<file path="src/pkg/aux_control_pkg.sv">
package aux_control_pkg;

  // ****************************************************************
  // Register map
  // ****************************************************************
  localparam logic [7:0] aux_control_off   = 8'h8E;
  localparam logic [7:0] aux_control_reset = 8'h0C;
  localparam logic [7:0] aux_control_wmask = 8'hAF;

  // ****************************************************************
  // Field positions
  // ****************************************************************
  localparam int strobe_suppress_bit       = 0;
  localparam int external_data_select_bit  = 1;
  localparam int xram_size_lo_bit          = 2;
  localparam int xram_size_hi_bit          = 3;
  localparam int strobe_stretch_select_bit = 5;
  localparam int pullup_disable_bit        = 7;

  // ****************************************************************
  // Timing
  // ****************************************************************
  localparam logic [2:0] ale_div_x1     = 3'h6;
  localparam logic [2:0] ale_div_x2     = 3'h3;
  localparam logic [2:0] rdwr_len_long  = 3'h6;
  localparam logic [2:0] rdwr_len_short = 3'h3;

  // ****************************************************************
  // Expanded RAM limits, last usable address
  // ****************************************************************
  localparam logic [9:0] xram_top_256  = 10'h0FF;
  localparam logic [9:0] xram_top_512  = 10'h1FF;
  localparam logic [9:0] xram_top_768  = 10'h2FF;
  localparam logic [9:0] xram_top_1024 = 10'h3FF;

endpackage

</file>
<file path="src/core/aux_control_emi_ale.sv">
`timescale 1ns/1ps
`default_nettype none

module aux_control_emi_ale (
  // Clock and reset
  input  wire logic       mclk,
  input  wire logic       rst,
  // Register port
  input  wire logic [7:0] reg_addr,
  input  wire logic [7:0] reg_wdata,
  input  wire logic       reg_wr,
  input  wire logic       reg_rd,
  output logic      [7:0] reg_rdata,
  // Core status
  input  wire logic       double_speed_mode,
  input  wire logic       ext_access,
  input  wire logic       data_move_req,
  input  wire logic [9:0] data_move_addr,
  // Strobe pin, enable low while driven
  output logic            ale_out,
  output logic            ale_oe_n,
  output logic            ale_pullup,
  // Read/write strobe length and routing
  output logic      [2:0] rdwr_pulse_len,
  output logic            move_internal,
  output logic            move_external,
  output logic            pullup_disable
);

  // ****************************************************************
  // Elaboration checks
  // ****************************************************************
  // The strobe is one clock high per period, so a period needs two clocks
  if (aux_control_pkg::ale_div_x1 < 3'h2) begin : g_chk_div_x1
    $error("Normal strobe period below two clocks");
  end
  if (aux_control_pkg::ale_div_x2 < 3'h2) begin : g_chk_div_x2
    $error("Double-speed strobe period below two clocks");
  end
  // Double speed must never slow the strobe down
  if (aux_control_pkg::ale_div_x2 > aux_control_pkg::ale_div_x1) begin : g_chk_div_order
    $error("Double-speed strobe period longer than normal");
  end
  if (aux_control_pkg::rdwr_len_long == 3'h0) begin : g_chk_len_long
    $error("Stretched read/write strobe length of zero");
  end
  if (aux_control_pkg::rdwr_len_short == 3'h0) begin : g_chk_len_short
    $error("Short read/write strobe length of zero");
  end
  // A reset value with reserved bits set could never be read back
  if ((aux_control_pkg::aux_control_reset & ~aux_control_pkg::aux_control_wmask) != 8'h00)
  begin : g_chk_reset
    $error("Reset value sets reserved register bits");
  end

  // ****************************************************************
  // State
  // ****************************************************************
  typedef struct packed {
    logic [7:0] aux;
    logic [7:0] rdata;
    logic [2:0] div_cnt;
    logic       ale;
    logic       ale_oe_n;
    logic       ale_pu;
    logic [2:0] rdwr_len;
    logic       mv_int;
    logic       mv_ext;
    logic       pu_dis;
  } state_t;

  state_t     s_q;
  state_t     s_d;
  logic       wr_hit;
  logic       rd_hit;
  logic [2:0] div_lim;
  logic       div_wrap;
  logic       free_run;
  logic       drive_pin;
  logic [1:0] size_sel;
  logic [9:0] xram_top;
  logic       in_window;

  // ****************************************************************
  // Next state
  // ****************************************************************
  always_comb begin
    s_d       = s_q;
    wr_hit    = 1'b0;
    rd_hit    = 1'b0;
    div_lim   = aux_control_pkg::ale_div_x1;
    div_wrap  = 1'b0;
    free_run  = 1'b0;
    drive_pin = 1'b0;
    size_sel  = 2'b11;
    xram_top  = aux_control_pkg::xram_top_1024;
    in_window = 1'b0;

    // ****************************************************************
    // Register decode
    // ****************************************************************
    // Only the one mapped address answers; everything else is ignored
    wr_hit = reg_wr && (reg_addr == aux_control_pkg::aux_control_off);
    rd_hit = reg_rd && (reg_addr == aux_control_pkg::aux_control_off);

    // ****************************************************************
    // Register write
    // ****************************************************************
    // Reserved bits 6 and 4 are never stored, so stray software writes
    // cannot leave them set
    if (wr_hit) begin
      s_d.aux = reg_wdata & aux_control_pkg::aux_control_wmask;
    end

    // ****************************************************************
    // Read path
    // ****************************************************************
    // Read data stands one cycle after the strobe; unmapped reads zero
    s_d.rdata = 8'h00;
    if (rd_hit) begin
      // Reserved bits 6 and 4 read as zero
      s_d.rdata = s_q.aux & aux_control_pkg::aux_control_wmask;
    end

    // ****************************************************************
    // Strobe period counter
    // ****************************************************************
    // The counter free-runs even while the strobe is suppressed, so an
    // external access that starts later still sees the regular phase
    if (double_speed_mode) begin
      div_lim = aux_control_pkg::ale_div_x2;
    end else begin
      div_lim = aux_control_pkg::ale_div_x1;
    end
    // Greater-or-equal catches a count left high by a mode switch
    div_wrap = (s_q.div_cnt >= div_lim - 3'h1);
    if (div_wrap) begin
      s_d.div_cnt = 3'h0;
    end else begin
      s_d.div_cnt = s_q.div_cnt + 3'h1;
    end

    // ****************************************************************
    // Strobe pin
    // ****************************************************************
    free_run  = !s_q.aux[aux_control_pkg::strobe_suppress_bit];
    drive_pin = free_run || ext_access;
    if (drive_pin) begin
      // One pulse per period at count zero
      s_d.ale      = (s_q.div_cnt == 3'h0);
      s_d.ale_oe_n = 1'b0;
      s_d.ale_pu   = 1'b0;
    end else begin
      // Released pin is held high by the pull-up only
      s_d.ale      = 1'b0;
      s_d.ale_oe_n = 1'b1;
      s_d.ale_pu   = 1'b1;
    end

    // ****************************************************************
    // Read/write strobe length
    // ****************************************************************
    if (s_q.aux[aux_control_pkg::strobe_stretch_select_bit]) begin
      s_d.rdwr_len = aux_control_pkg::rdwr_len_short;
    end else begin
      s_d.rdwr_len = aux_control_pkg::rdwr_len_long;
    end

    // ****************************************************************
    // Expanded RAM window
    // ****************************************************************
    size_sel = {s_q.aux[aux_control_pkg::xram_size_hi_bit],
                s_q.aux[aux_control_pkg::xram_size_lo_bit]};
    case (size_sel)
      2'b00: begin
        xram_top = aux_control_pkg::xram_top_256;
      end
      2'b01: begin
        xram_top = aux_control_pkg::xram_top_512;
      end
      2'b10: begin
        xram_top = aux_control_pkg::xram_top_768;
      end
      default: begin
        xram_top = aux_control_pkg::xram_top_1024;
      end
    endcase
    in_window = (data_move_addr <= xram_top);

    // ****************************************************************
    // Data move routing
    // ****************************************************************
    // Addresses past the selected size fall through to the external bus,
    // so a small window never swallows an access silently
    s_d.mv_int = data_move_req
                 && !s_q.aux[aux_control_pkg::external_data_select_bit]
                 && in_window;
    s_d.mv_ext = data_move_req && !s_d.mv_int;

    // ****************************************************************
    // Port pull-ups
    // ****************************************************************
    s_d.pu_dis = s_q.aux[aux_control_pkg::pullup_disable_bit];

    // ****************************************************************
    // Reset
    // ****************************************************************
    // Synchronous reset overrides everything above
    if (rst) begin
      s_d          = '0;
      s_d.aux      = aux_control_pkg::aux_control_reset;
      s_d.ale_oe_n = 1'b0;
      s_d.rdwr_len = aux_control_pkg::rdwr_len_long;
    end
  end

  // ****************************************************************
  // State register
  // ****************************************************************
  always_ff @(posedge mclk) begin
    s_q <= s_d;
  end

  // ****************************************************************
  // Outputs, all straight from the state register
  // ****************************************************************
  assign reg_rdata      = s_q.rdata;
  assign ale_out        = s_q.ale;
  assign ale_oe_n       = s_q.ale_oe_n;
  assign ale_pullup     = s_q.ale_pu;
  assign rdwr_pulse_len = s_q.rdwr_len;
  assign move_internal  = s_q.mv_int;
  assign move_external  = s_q.mv_ext;
  assign pullup_disable = s_q.pu_dis;

endmodule

`default_nettype wire

</file>
<file path="config.mk">
export PLATFORM = sky130hd
export DESIGN_NAME = aux_control_emi_ale
export DESIGN_NICKNAME = d
export VERILOG_FILES = /design/src/pkg/aux_control_pkg.sv /design/src/core/aux_control_emi_ale.sv
export SDC_FILE = /design/constraint.sdc
export NUM_CORES = 1
export LEC_CHECK = 0
export ABC_AREA = 1
export BUFFER_PORTS_ARGS = -buffer_cell sky130_fd_sc_hd__clkbuf_2
export CORE_MARGIN = 3
export CORE_UTILIZATION = 47
export CTS_BUF_LIST = sky130_fd_sc_hd__clkbuf_4 sky130_fd_sc_hd__clkbuf_8
export CTS_CLUSTER_SIZE = 28
export DETAILED_ROUTE_END_ITERATION = 16
export GPL_TIMING_DRIVEN = 0
export PLACE_DENSITY = 0.81
export SLEW_MARGIN = 5
export SYNTH_ARGS = -nofsm -noshare
export SYNTH_HDL_FRONTEND = slang
export SYNTH_SLANG_ARGS = --single-unit
</file>
<file path="constraint.sdc">
create_clock -name mclk -period 1.25 [get_ports mclk]
set_input_delay 0.125 -clock mclk [delete_from_list [all_inputs] [get_ports mclk]]
set_output_delay 0.125 -clock mclk [all_outputs]
set_load 0.01 [all_outputs]
</file>
==> After elaboration in Yosys (flattened, before gate mapping) <==
Index checks and enable logic that the tools add are counted.
{ "word_totals": {"reg_bits": 26, "output_inout_bits": 17} }
{ "classes": {"add_sub_neg": 2, "order_cmp": 2, "eq_ne": 3, "mux": 4, "n_bitwise": 2, "n_reduce_logical": 14} }
{ "op_table": {"columns": ["cell", "n"], "rows": [
  ["$pmux W10 S3", 1],
  ["$le A10 B10 Y1", 1],
  ["$eq A8 B8 Y1 const B", 1],
  ["$mux W3", 2],
  ["$reduce_or A2 Y1", 3],
  ["$logic_and A1 B1 Y1", 5],
  ["$add A3 B1 Y3 const B", 1],
  ["$ge A3 B3 Y1", 1],
  ["$logic_not A1 Y1", 3],
  ["$logic_not A3 Y1", 1],
  ["$sub A3 B1 Y3 const B", 1],
  ["$eq A2 B1 Y1 const B", 1],
  ["$eq A2 B2 Y1 const B", 1],
  ["$logic_not A2 Y1", 1],
  ["$mux W2", 1],
  ["$not A1 Y1", 2],
  ["$logic_or A1 B1 Y1", 1]
]} }

==> Depth between registers and ports, before layout <==
Gate-level depths: netlist of run 1.
{ "logic_depth": {"depth_word": 6, "depth_mapped": 8, "depth_no_buf": 8} }

==> Worst setup path before layout of run 1 <==
No wires, ideal clock.
{ "synth_path": {"kind": "register to register", "startpoint": "reg s_q[11] in the netlist's numbering", "endpoint": "reg s_q[10] in the netlist's numbering", "arrival_time_ps": 940, "required_ps": 1126, "path_slack_ps": 186, "stages_incl_launch_ff": 5, "n_path_buf": 0, "cell_sequence": "dfxtp_1 > ha_1 > nand2_1 > o2111ai_1 > nor2_1"} }
{ "synth_between": {"elab_chain_cells": 2} }
{ "synth_rtl": {"columns": ["item", "line", "source"], "rows": [
  ["from (decl)", "aux_control_emi_ale.sv:72", "state_t s_q;"],
  ["from (signal assigned)", "aux_control_emi_ale.sv:221", "s_q <= s_d;"],
  ["$ge A3 B3 Y1", "aux_control_emi_ale.sv:136", "div_wrap = (s_q.div_cnt >= div_lim - 3'h1);"],
  ["$reduce_or A2 Y1 (no line)", null, null]
]} }
No other way between the ends.
A chain may end at the register's enable or synchronous reset.

==> Final worst setup path of run 1 <==
{ "layout_path": {"startpoint": "reg s_q[23] in the netlist's numbering", "endpoint": "reg s_q, in the netlist move_internal"} }
{ "layout_between": {"elab_chain_cells": 4, "elab_cells_between_ends": 6, "classes_between": "order compare (1); eq/ne (2); mux (1); reduce/logical (2)"} }
{ "layout_rtl": {"columns": ["item", "line", "source"], "rows": [
  ["$eq A2 B2 Y1, or another cell as far along", "aux_control_emi_ale.sv:174", "case (size_sel)"],
  ["$pmux W10 S3 (*)", "aux_control_emi_ale.sv:174", null],
  ["$le A10 B10 Y1 (*)", "aux_control_emi_ale.sv:188", "in_window = (data_move_addr <= xram_top);"],
  ["$logic_and A1 B1 Y1 (*)", "aux_control_emi_ale.sv:197", "&& in_window;"]
]} }
Every way passes the cells marked *; elsewhere a longest branch is shown, timed or not.

==> results.json, run 1 <==
{
  "outcome": "complete, no violations",
  "dpl_worst_slack_ns": 0.0142,
  "wl_met1_um": 804,
  "stdcell_count": 210,
  "powerDensity_nw_per_um2": 983,
  "fill_cells": 187,
  "wl_per_cell_um": 9.43,
  "timing.rr.start": "s_q[23]$_SDFFE_PP1P_",
  "grt_overflow": 0,
  "slowest_delay_ns": 0.36,
  "ios": 50,
  "vias": 921,
  "worstHoldStart": "data_move_req",
  "fin_skew_ns": 0.00399,
  "first_pass_iters": 2,
  "die_width_um": 53.1,
  "r2r_cells": 8,
  "grt_pass1_vias": 825,
  "crit_type": "reg2reg",
  "cts_sinks": 22,
  "power_leakage_nw": 0.767,
  "n_antenna_cell": 0,
  "rrSetupSlack_ns": 0.1,
  "cp-start-kind": "flop",
  "yosysSeqAreaShare_pct": 42.2,
  "vias_per_cell": 4.39,
  "ir_worst_vdd_v": 0.000577,
  "cts_buffer_depth": 2,
  "synth_top_area_cell": "dfxtp_1",
  "die-area_um2": 2820,
  "gp_congestion": 0.748,
  "ys_ff_latch": 22,
  "slew_violations": 0,
  "synthFlopType": "dfxtp_1",
  "finalSetupViolCount": 0,
  "cts_root_buf": "clkbuf_4",
  "core_um2": 2040,
  "grt_max_degree": 13,
  "multiInputGateArea_um2": 459,
  "post-synth-top-area-fraction_pct": 42.2,
  "drive_gt1_share_pct": 41.5,
  "r2r-end": "move_internal$_SDFF_PP0_",
  "path_clk_slew_ns": 0.12,
  "syn_avg_cell_area_um2": 7.86,
  "finalHoldViolations": 0,
  "synth-edff-count": 0,
  "die_height_um": 53.1,
  "rsz0062_at_grt": "false",
  "synthToLayoutAreaGrowth_pct": 32.9,
  "worst_path_most_repeated_cell": "nand2_1",
  "dr_wl_met2_um": 978,
  "dp_cells": 205,
  "h-tree-depth": 1,
  "initial_core_util_pct": 51.2,
  "cp_cell_sequence": "inv_2 -> ha_4 -> nand2_1 -> nor2_1 -> nand3b_1 -> nand2_1 -> nand2_1 -> nor2_1",
  "portBuffers": 44,
  "whs_endpoint": "move_external$_SDFF_PP0_",
  "endpoint_kind": "flop",
  "min_path_cells": 3,
  "syn-instance-count": 133,
  "track_usage_pct": 15.3,
  "wl_met3_um": 152,
  "drc": 0,
  "wl_um": 1980,
  "fin_hold_ws_ns": 0.0379,
  "cts_buffers": 3,
  "top_layer": "met4",
  "dp_hpwl_um": 1590,
  "antenna_left": 0,
  "timing.fmax_mhz": 867,
  "cp_slowest_cell": "dfxtp_2",
  "yosysWarnings": 0,
  "grt_pass1_wl_um": 3170,
  "tns_ns": 0,
  "worstPathRequired_ns": 1.50,
  "ys_async_sr_fraction_pct": 0,
  "insertion_delay_ns": 0.30,
  "fin_crit_sh_pct": 92.3,
  "ys_top_cells_by_area": "dfxtp_1, buf_4, ha_1",
  "min_path_type": "in2reg",
  "drtIter0Drc": 18,
  "cts_setup_buffers": 0,
  "fin_ws_ns": 0.0966,
  "layout_min_cycle_time_ns": 1.15,
  "crit_fanout": 2,
  "regArea_um2": 445,
  "antenna_found_initial": 0,
  "rows": 16,
  "syn_area_um2": 1040,
  "ys_types": 20,
  "cp.arrival_ns": 1.41,
  "max_cap_viol_count": 0,
  "nNetsFinal": 224,
  "cts_tree": "yes",
  "synth_common_cells": "inv_1, nand2_1, dfxtp_1"
}
-- area by class of cell --
class | count | area share, %
multi-input combinational | 75 | 33.1
timing repair buffer | 45 | 16.6
tap | 27 | 2.43
inverter | 25 | 6.76
buffer | 12 | 6.49
sequential | 22 | 32.1
clock buffer | 4 | 2.61
-- routing by layer --
metal | GRT usage, % | vias to the layer above
met2 | 27.3 | 37
met1 | 16.7 | 389
met4 | 8.51 | 0
li1 | - | 491
met3 | 2.82 | 4
met5 | 0 | -
-- cell usage in the layout (no fill, tap or decap), types with 3 or more instances in the layout --
master    count
dfxtp_1      18
dfxtp_2       4
clkbuf_2     44
nand3_1       3
nand2_1      23
ha_1          5
clkbuf_4      3
conb_1        3
inv_2         3
buf_4        12
nor2_1       20
nand4_1       6
inv_1        22
-- report_power, final --
part / internal, mW / total (mW) / leakage (nW) / switching (mW)
Clock: 0.178 / 0.383 / 0.0210 / 0.205
Combinational: 0.112 / 0.231 / 0.567 / 0.119
Sequential: 0.732 / 0.751 / 0.178 / 0.0185
Total: 1.02 / 1.37 / 0.767 / 0.343
-- per-stage QoR --
stage               instance area [um^2]  util [%]  total power, mW
floorplan                           1050         -            0.887
global placement                    1300      63.8            0.960
detailed placement                  1300      63.8            0.979
CTS                                 1350      66.1             1.36
global route                        1390      68.0             1.44
finish                              1390      68.0             1.37
-- cell families (layout without fill, tap and decap cells) --
logic type	after synthesis	count (layout)	synth area share [%]
other	2	3	0.719
DFF	22	22	42.2
adders and majority gates	7	7	8.38
xor gates and xnor gates	1	1	0.838
AOI/OAI and AO/OA	4	4	2.52
buffers and inverters	37	86	17.6
and+or+nand+nor	60	60	27.8
-- state kept, by name (all words and copies together) (netlist names) --
signal          count
ale_oe_n            1
move_external       1
ale_out             1
reg_rdata           6
rdwr_pulse_len      2
move_internal       1
pullup_disable      1
s_q                 9
-- worst max-delay path, delay by kind of cell, from the launching register on --
family                   cells  cell delay (ns)
adder cells (fa/ha/maj)      1             0.26
buffers and inverters        1             0.05
flip-flops                   1             0.36
AND/OR/NAND/NOR              6             0.42
-- worst max-delay path by stage --
stage	slack [ns]	from	to
final	0.1	s_q[23]$_SDFFE_PP1P_	move_internal$_SDFF_PP0_
after global routing	0.004	s_q[23]$_SDFFE_PP1P_	move_internal$_SDFF_PP0_
after CTS	0.01	s_q[11]$_SDFF_PP0_	s_q[11]$_SDFF_PP0_
after detailed placement	0.01	s_q[11]$_SDFF_PP0_	s_q[10]$_SDFF_PP0_
after global placement	0.12	s_q[23]$_SDFFE_PP1P_	move_internal$_SDFF_PP0_
after floorplan	0.19	s_q[11]$_SDFF_PP0_	s_q[10]$_SDFF_PP0_
-- repair_timing --
| action | CTS | global route |
|---|---|---|
| pin swaps | 0 | 3 |
| hold endpoints to repair | 1 | 0 |
| resized for setup | 1 | 8 |
| setup endpoints to repair | 2 | 5 |
| hold buffers | 1 | 0 |
Note: power is estimated with default switching activity, not from simulation.
==> run 2: changes to the inputs <==
--- a/config.mk
+++ b/config.mk
@@ -7,13 +7,15 @@
 export LEC_CHECK = 0
 export ABC_AREA = 1
 export BUFFER_PORTS_ARGS = -buffer_cell sky130_fd_sc_hd__clkbuf_2
+export CELL_PAD_IN_SITES_DETAIL_PLACEMENT = 1
+export CELL_PAD_IN_SITES_GLOBAL_PLACEMENT = 1
 export CORE_MARGIN = 3
-export CORE_UTILIZATION = 47
+export CORE_UTILIZATION = 33
 export CTS_BUF_LIST = sky130_fd_sc_hd__clkbuf_4 sky130_fd_sc_hd__clkbuf_8
 export CTS_CLUSTER_SIZE = 28
 export DETAILED_ROUTE_END_ITERATION = 16
 export GPL_TIMING_DRIVEN = 0
-export PLACE_DENSITY = 0.81
+export PLACE_DENSITY = 0.82
 export SLEW_MARGIN = 5
 export SYNTH_ARGS = -nofsm -noshare
 export SYNTH_HDL_FRONTEND = slang
==> run 2 against run 1 <==
Against the previous run: sequential share of layout area up 0.11 points; routed wire length grew 13%; largest cell class unchanged; non-clock buffer count stayed put; worst setup slack better by 0.00051 ns; clock skew is 0.0017 ns lower; largest power group unchanged; cell area is 0.63% lower.
==> results.json, run 2 (synthesis results as in run 1) <==
{
  "outcome": "complete, no violations",
  "cp-start-kind": "flop",
  "finalInstanceArea_um2": 1380,
  "drive_gt1_share_pct": 40.1,
  "wl_per_cell_um": 10.0,
  "layout_min_cycle_time_ns": 1.15,
  "die_height_um": 62.3,
  "rsz0062_at_grt": "true",
  "slew_violations": 0,
  "h-tree-depth": 1,
  "grt_overflow": 0,
  "dp_hpwl_um": 1900,
  "insertion_delay_ns": 0.29,
  "min_path_type": "in2reg",
  "die-area_um2": 3880,
  "initial_core_util_pct": 36.3,
  "n_antenna_cell": 0,
  "power_leakage_nw": 0.760,
  "antenna_left": 0,
  "finalHoldViolations": 0,
  "vias": 941,
  "regArea_um2": 444,
  "power_switching_mw": 0.336,
  "timing.fmax_mhz": 867,
  "cts_sinks": 22,
  "first_pass_iters": 4,
  "die_width_um": 62.3,
  "ir_worst_vdd_v": 0.000425,
  "powerDensity_nw_per_um2": 933,
  "fill_cells": 372,
  "finalSetupViolCount": 0,
  "ios": 50,
  "wl_um": 2240,
  "cts_setup_buffers": 0,
  "crit_fanout": 2,
  "swShare_pct": 26.1,
  "vias_per_cell": 4.20,
  "clkPwrFrac_pct": 23.9,
  "layout_commonest_cell": "clkbuf_2",
  "largest_register_ffs": 9,
  "drtIter0Drc": 9,
  "max_cap_viol_count": 0,
  "grt_pass1_vias": 988,
  "top_register": "s_q",
  "nNetsFinal": 224,
  "combPwrFrac_pct": 18.0,
  "tns_ns": 0,
  "track_usage_pct": 11.8,
  "final_cell_mix": "clkbuf_2, nand2_1, inv_1",
  "cts_buffers": 3,
  "antenna_found_initial": 0,
  "fin_skew_ns": 0.00232,
  "cts_buffer_depth": 2,
  "synthToLayoutAreaGrowth_pct": 32.1,
  "crit_type": "reg2reg",
  "path_clk_slew_ns": 0.11,
  "cp.arrival_ns": 1.40,
  "cts_tree": "yes",
  "p_int_mw": 0.952,
  "grt_max_degree": 12,
  "rows": 19,
  "postPlaceCellArea_um2": 1320,
  "gp_congestion": 0.715,
  "p_seq_share_pct": 58.1,
  "endpoint_kind": "flop",
  "fin_crit_sh_pct": 92.2,
  "portBuffers": 44,
  "drc": 0,
  "worstPathRequired_ns": 1.49,
  "cts_root_buf": "clkbuf_4",
  "grt_pass1_wl_um": 3820,
  "multiInputGateArea_um2": 447,
  "core_um2": 2880
}
run 2: cell types whose count changed in the layout (fill, tap and decap cells not counted):
cell      before  now
ha_4           2    1
ha_1           5    6
clkbuf_8       1    0
dfxtp_2        4    3
dfxtp_1       18   19
run 2: cell type report:
type | instances | share of cell area [%]
plain buffers | 12 | 6.53
clock buffers | 3 | 1.63
inverters | 25 | 6.80
multi-input cells | 75 | 32.4
flip-flops and latches | 22 | 32.2
well taps | 42 | 3.81
repair buffers | 45 | 16.7
run 2: critical path, stage by stage (launching register included):
cell and delay [ns]:
dfxtp_2 0.34, inv_1 0.05, ha_1 0.26, nand2_1 0.04, nor2_1 0.10, nand3b_1 0.09, nand2_1 0.09, nand2_1 0.05
nor2_1 0.07
run 2: final timing paths:
check / start / depth (start not counted) / slack (ns) / end
worst max-delay path: s_q[22]$_SDFFE_PP1P_ / 8 / 0.1 / move_internal$_SDFF_PP0_
worst min-delay path: data_move_req / 3 / 0.06 / move_external$_SDFF_PP0_
worst max register to register: s_q[22]$_SDFFE_PP1P_ / 8 / 0.1 / move_internal$_SDFF_PP0_
worst min register to register: s_q[9]$_SDFF_PP0_ / 1 / 0.46 / s_q[9]$_SDFF_PP0_
run 2: power groups by stage:
| stage | combinational (mW) | clock [mW] | sequential [mW] |
|---|---|---|---|
| 6_report | 0.232 | 0.308 | 0.749 |
| 5_1_grt | 0.269 | 0.345 | 0.753 |
| 4_1_cts | 0.224 | 0.310 | 0.749 |
| 3_5_place_dp | 0.220 | 0 | 0.766 |
| 3_3_place_gp | 0.202 | 0 | 0.761 |
| 2_1_floorplan | 0.120 | 0 | 0.766 |
run 2: per-layer routing:
| layer | up-vias | GRT usage, % | share of wire [%] |
|---|---|---|---|
| li1 | 491 | - | - |
| met2 | 31 | 23.1 | 51 |
| met5 | - | 0 | 0 |
| met1 | 417 | 12.2 | 42 |
| met4 | 0 | 4.13 | 1.1 |
| met3 | 2 | 2.34 | 5.8 |
run 2: repair_timing:
item | CTS | global route
resized for setup | 0 | 7
endpoints found under the setup margin | 0 | 5
hold buffers | 1 | 0
endpoints found under the hold margin | 1 | 0
run 2: metrics by stage:
step	setup slack, ns	utilization, %	cells	hold WS (ns)	power [mW]
finish	0.0971	48.0	224	0.0556	1.29
CTS	0.0549	47.1	224	0.0547	1.28
detailed placement	0.0815	45.9	220	0.310	0.986
floorplan	0.186	-	134	0.197	0.887
global placement	0.107	45.9	220	0.311	0.964
global route	-0.0102	48.0	224	0.0657	1.37
==> run 3: changes to the inputs <==
--- a/config.mk
+++ b/config.mk
@@ -10,12 +10,12 @@
 export CELL_PAD_IN_SITES_DETAIL_PLACEMENT = 1
 export CELL_PAD_IN_SITES_GLOBAL_PLACEMENT = 1
 export CORE_MARGIN = 3
-export CORE_UTILIZATION = 33
+export CORE_UTILIZATION = 29
 export CTS_BUF_LIST = sky130_fd_sc_hd__clkbuf_4 sky130_fd_sc_hd__clkbuf_8
 export CTS_CLUSTER_SIZE = 28
 export DETAILED_ROUTE_END_ITERATION = 16
 export GPL_TIMING_DRIVEN = 0
-export PLACE_DENSITY = 0.82
+export PLACE_DENSITY = 0.76
 export SLEW_MARGIN = 5
 export SYNTH_ARGS = -nofsm -noshare
 export SYNTH_HDL_FRONTEND = slang
==> constraint.sdc (replaced) <==
create_clock -name mclk -period 1.05 [get_ports mclk]
set_input_delay 0.105 -clock mclk [delete_from_list [all_inputs] [get_ports mclk]]
set_output_delay 0.105 -clock mclk [all_outputs]
set_load 0.01 [all_outputs]
==> run 3 against run 2 <==
Against the previous run: the flow now finishes with violations (setup timing); sequential power is 19% higher; maximum frequency is 1.8% lower; worst setup slack worse by 0.22 ns; first-iteration DRC count is 78% higher; die area is 12% higher; final cell count is 3.1% higher; clock-buffer cell count stayed put; critical endpoint unchanged; largest power group unchanged.
==> results.json, run 3 (synthesis results as in run 1) <==
{
  "grt_pass1_wl_um": 4340,
  "cts_sinks": 22,
  "min_path_type": "in2reg",
  "dpl_worst_slack_ns": -0.128,
  "cts_root_buf": "clkbuf_4",
  "rows": 21,
  "rrSetupSlack_ns": -0.12,
  "path_clk_slew_ns": 0.10,
  "vias_per_cell": 4.20,
  "violations": "setup timing",
  "crit_type": "reg2reg",
  "timing.fmax_mhz": 852,
  "fin_hold_ws_ns": 0.0303,
  "fin_skew_ns": 0.000713,
  "track_usage_pct": 12.7,
  "power_leakage_nw": 0.772,
  "antenna_found_initial": 0,
  "cp-start-kind": "flop",
  "crit_fanout": 2,
  "portBuffers": 44,
  "layout_min_cycle_time_ns": 1.17,
  "endpoint_kind": "flop",
  "die_height_um": 66.0,
  "wl_um": 2530,
  "insertion_delay_ns": 0.31,
  "grt_max_degree": 12,
  "dp_hpwl_um": 2030,
  "largest_register_ffs": 9,
  "wl_per_cell_um": 11.0,
  "cts_buffers": 3,
  "layout_commonest_cell": "clkbuf_2",
  "initial_core_util_pct": 30.6,
  "grt_pass1_vias": 1032,
  "first_pass_iters": 4,
  "cts_buffer_depth": 2,
  "slew_violations": 0,
  "utilization_pct": 42.8,
  "cp.arrival_ns": 1.42,
  "powerDensity_nw_per_um2": 1110,
  "fin_crit_sh_pct": 112,
  "fin_ws_ns": -0.124,
  "core_um2": 3420,
  "finalSetupViolCount": 5,
  "grt_overflow": 0,
  "drc": 0,
  "worstPathRequired_ns": 1.30,
  "dp_cells": 224,
  "final_cell_mix": "clkbuf_2, inv_1, nand2_1",
  "nNetsFinal": 227,
  "cts_tree": "yes",
  "die-area_um2": 4360,
  "ios": 50,
  "vias": 971,
  "ir_worst_vdd_v": 0.000365,
  "finalHoldViolations": 0,
  "h-tree-depth": 1,
  "drtIter0Drc": 16,
  "stdcell_count": 231,
  "antenna_left": 0,
  "max_cap_viol_count": 0,
  "gp_congestion": 0.708,
  "n_antenna_cell": 0,
  "die_width_um": 66.0,
  "outcome": "finished, violations left",
  "synthToLayoutAreaGrowth_pct": 40.0,
  "tns_ns": -0.399,
  "drive_gt1_share_pct": 46.5,
  "rsz0062_at_grt": "true",
  "top_register": "s_q"
}
## run 3: cell types whose count changed in the layout (fill, tap and decap cells not counted), sizes merged
cell  delta
buf      +3
## run 3: repair_timing
action	CTS	global route
hold buffers	1	0
hold endpoints to repair	1	0
gates resized for setup	8	4
pin swaps	7	8
setup buffers	3	0
setup endpoints to repair	5	5
## run 3: through the flow
step	power, mW	area [um^2]
after floorplan	1.07	1080
after global placement	1.17	1360
after detailed placement	1.19	1360
after CTS	1.59	1440
after global routing	1.71	1460
final	1.62	1460
## run 3: final timing paths
| check | from | endpoint | cells past startpoint |
|---|---|---|---|
| worst min-delay path | data_move_req | move_external$_SDFF_PP0_ | 3 |
| worst max register to register | s_q[23]$_SDFFE_PP1P_ | move_internal$_SDFF_PP0_ | 8 |
| worst max-delay path | s_q[23]$_SDFFE_PP1P_ | move_internal$_SDFF_PP0_ | 8 |
| worst min register to register | s_q[21]$_SDFFE_PP0P_ | reg_rdata[1]$_SDFF_PP0_ | 2 |
## run 3: worst max-delay path, cell delays in order, from the launching register on
cell and delay [ns]:
dfxtp_2 0.35, inv_2 0.05, ha_4 0.26, nand2_1 0.04, nor2_1 0.09, nand3b_1 0.08, nand2_1 0.09, nand2_1 0.06
nor2_1 0.10
## run 3: final cells by class
type	count	area (um^2)
timing repair buffer	48	253
inverter	25	93.8
sequential	22	449
buffer	12	90.1
clock buffer	3	22.5
multi-input combinational	75	497
fill	443	1950
tap	46	57.6
## run 3: power breakdown
part           total (mW)  internal (mW)  switching (mW)
clock               0.373          0.134           0.239
combinational       0.356          0.177           0.179
sequential          0.895          0.873          0.0226
total                1.62           1.18           0.441
## run 3: routing by layer
layer | vias up | part of all wire [%] | GRT usage, %
met4 | 0 | 1.3 | 4.57
li1 | 495 | - | -
met5 | - | 0 | 0
met3 | 6 | 5.6 | 1.87
met2 | 36 | 51 | 22.9
met1 | 434 | 42 | 15.0
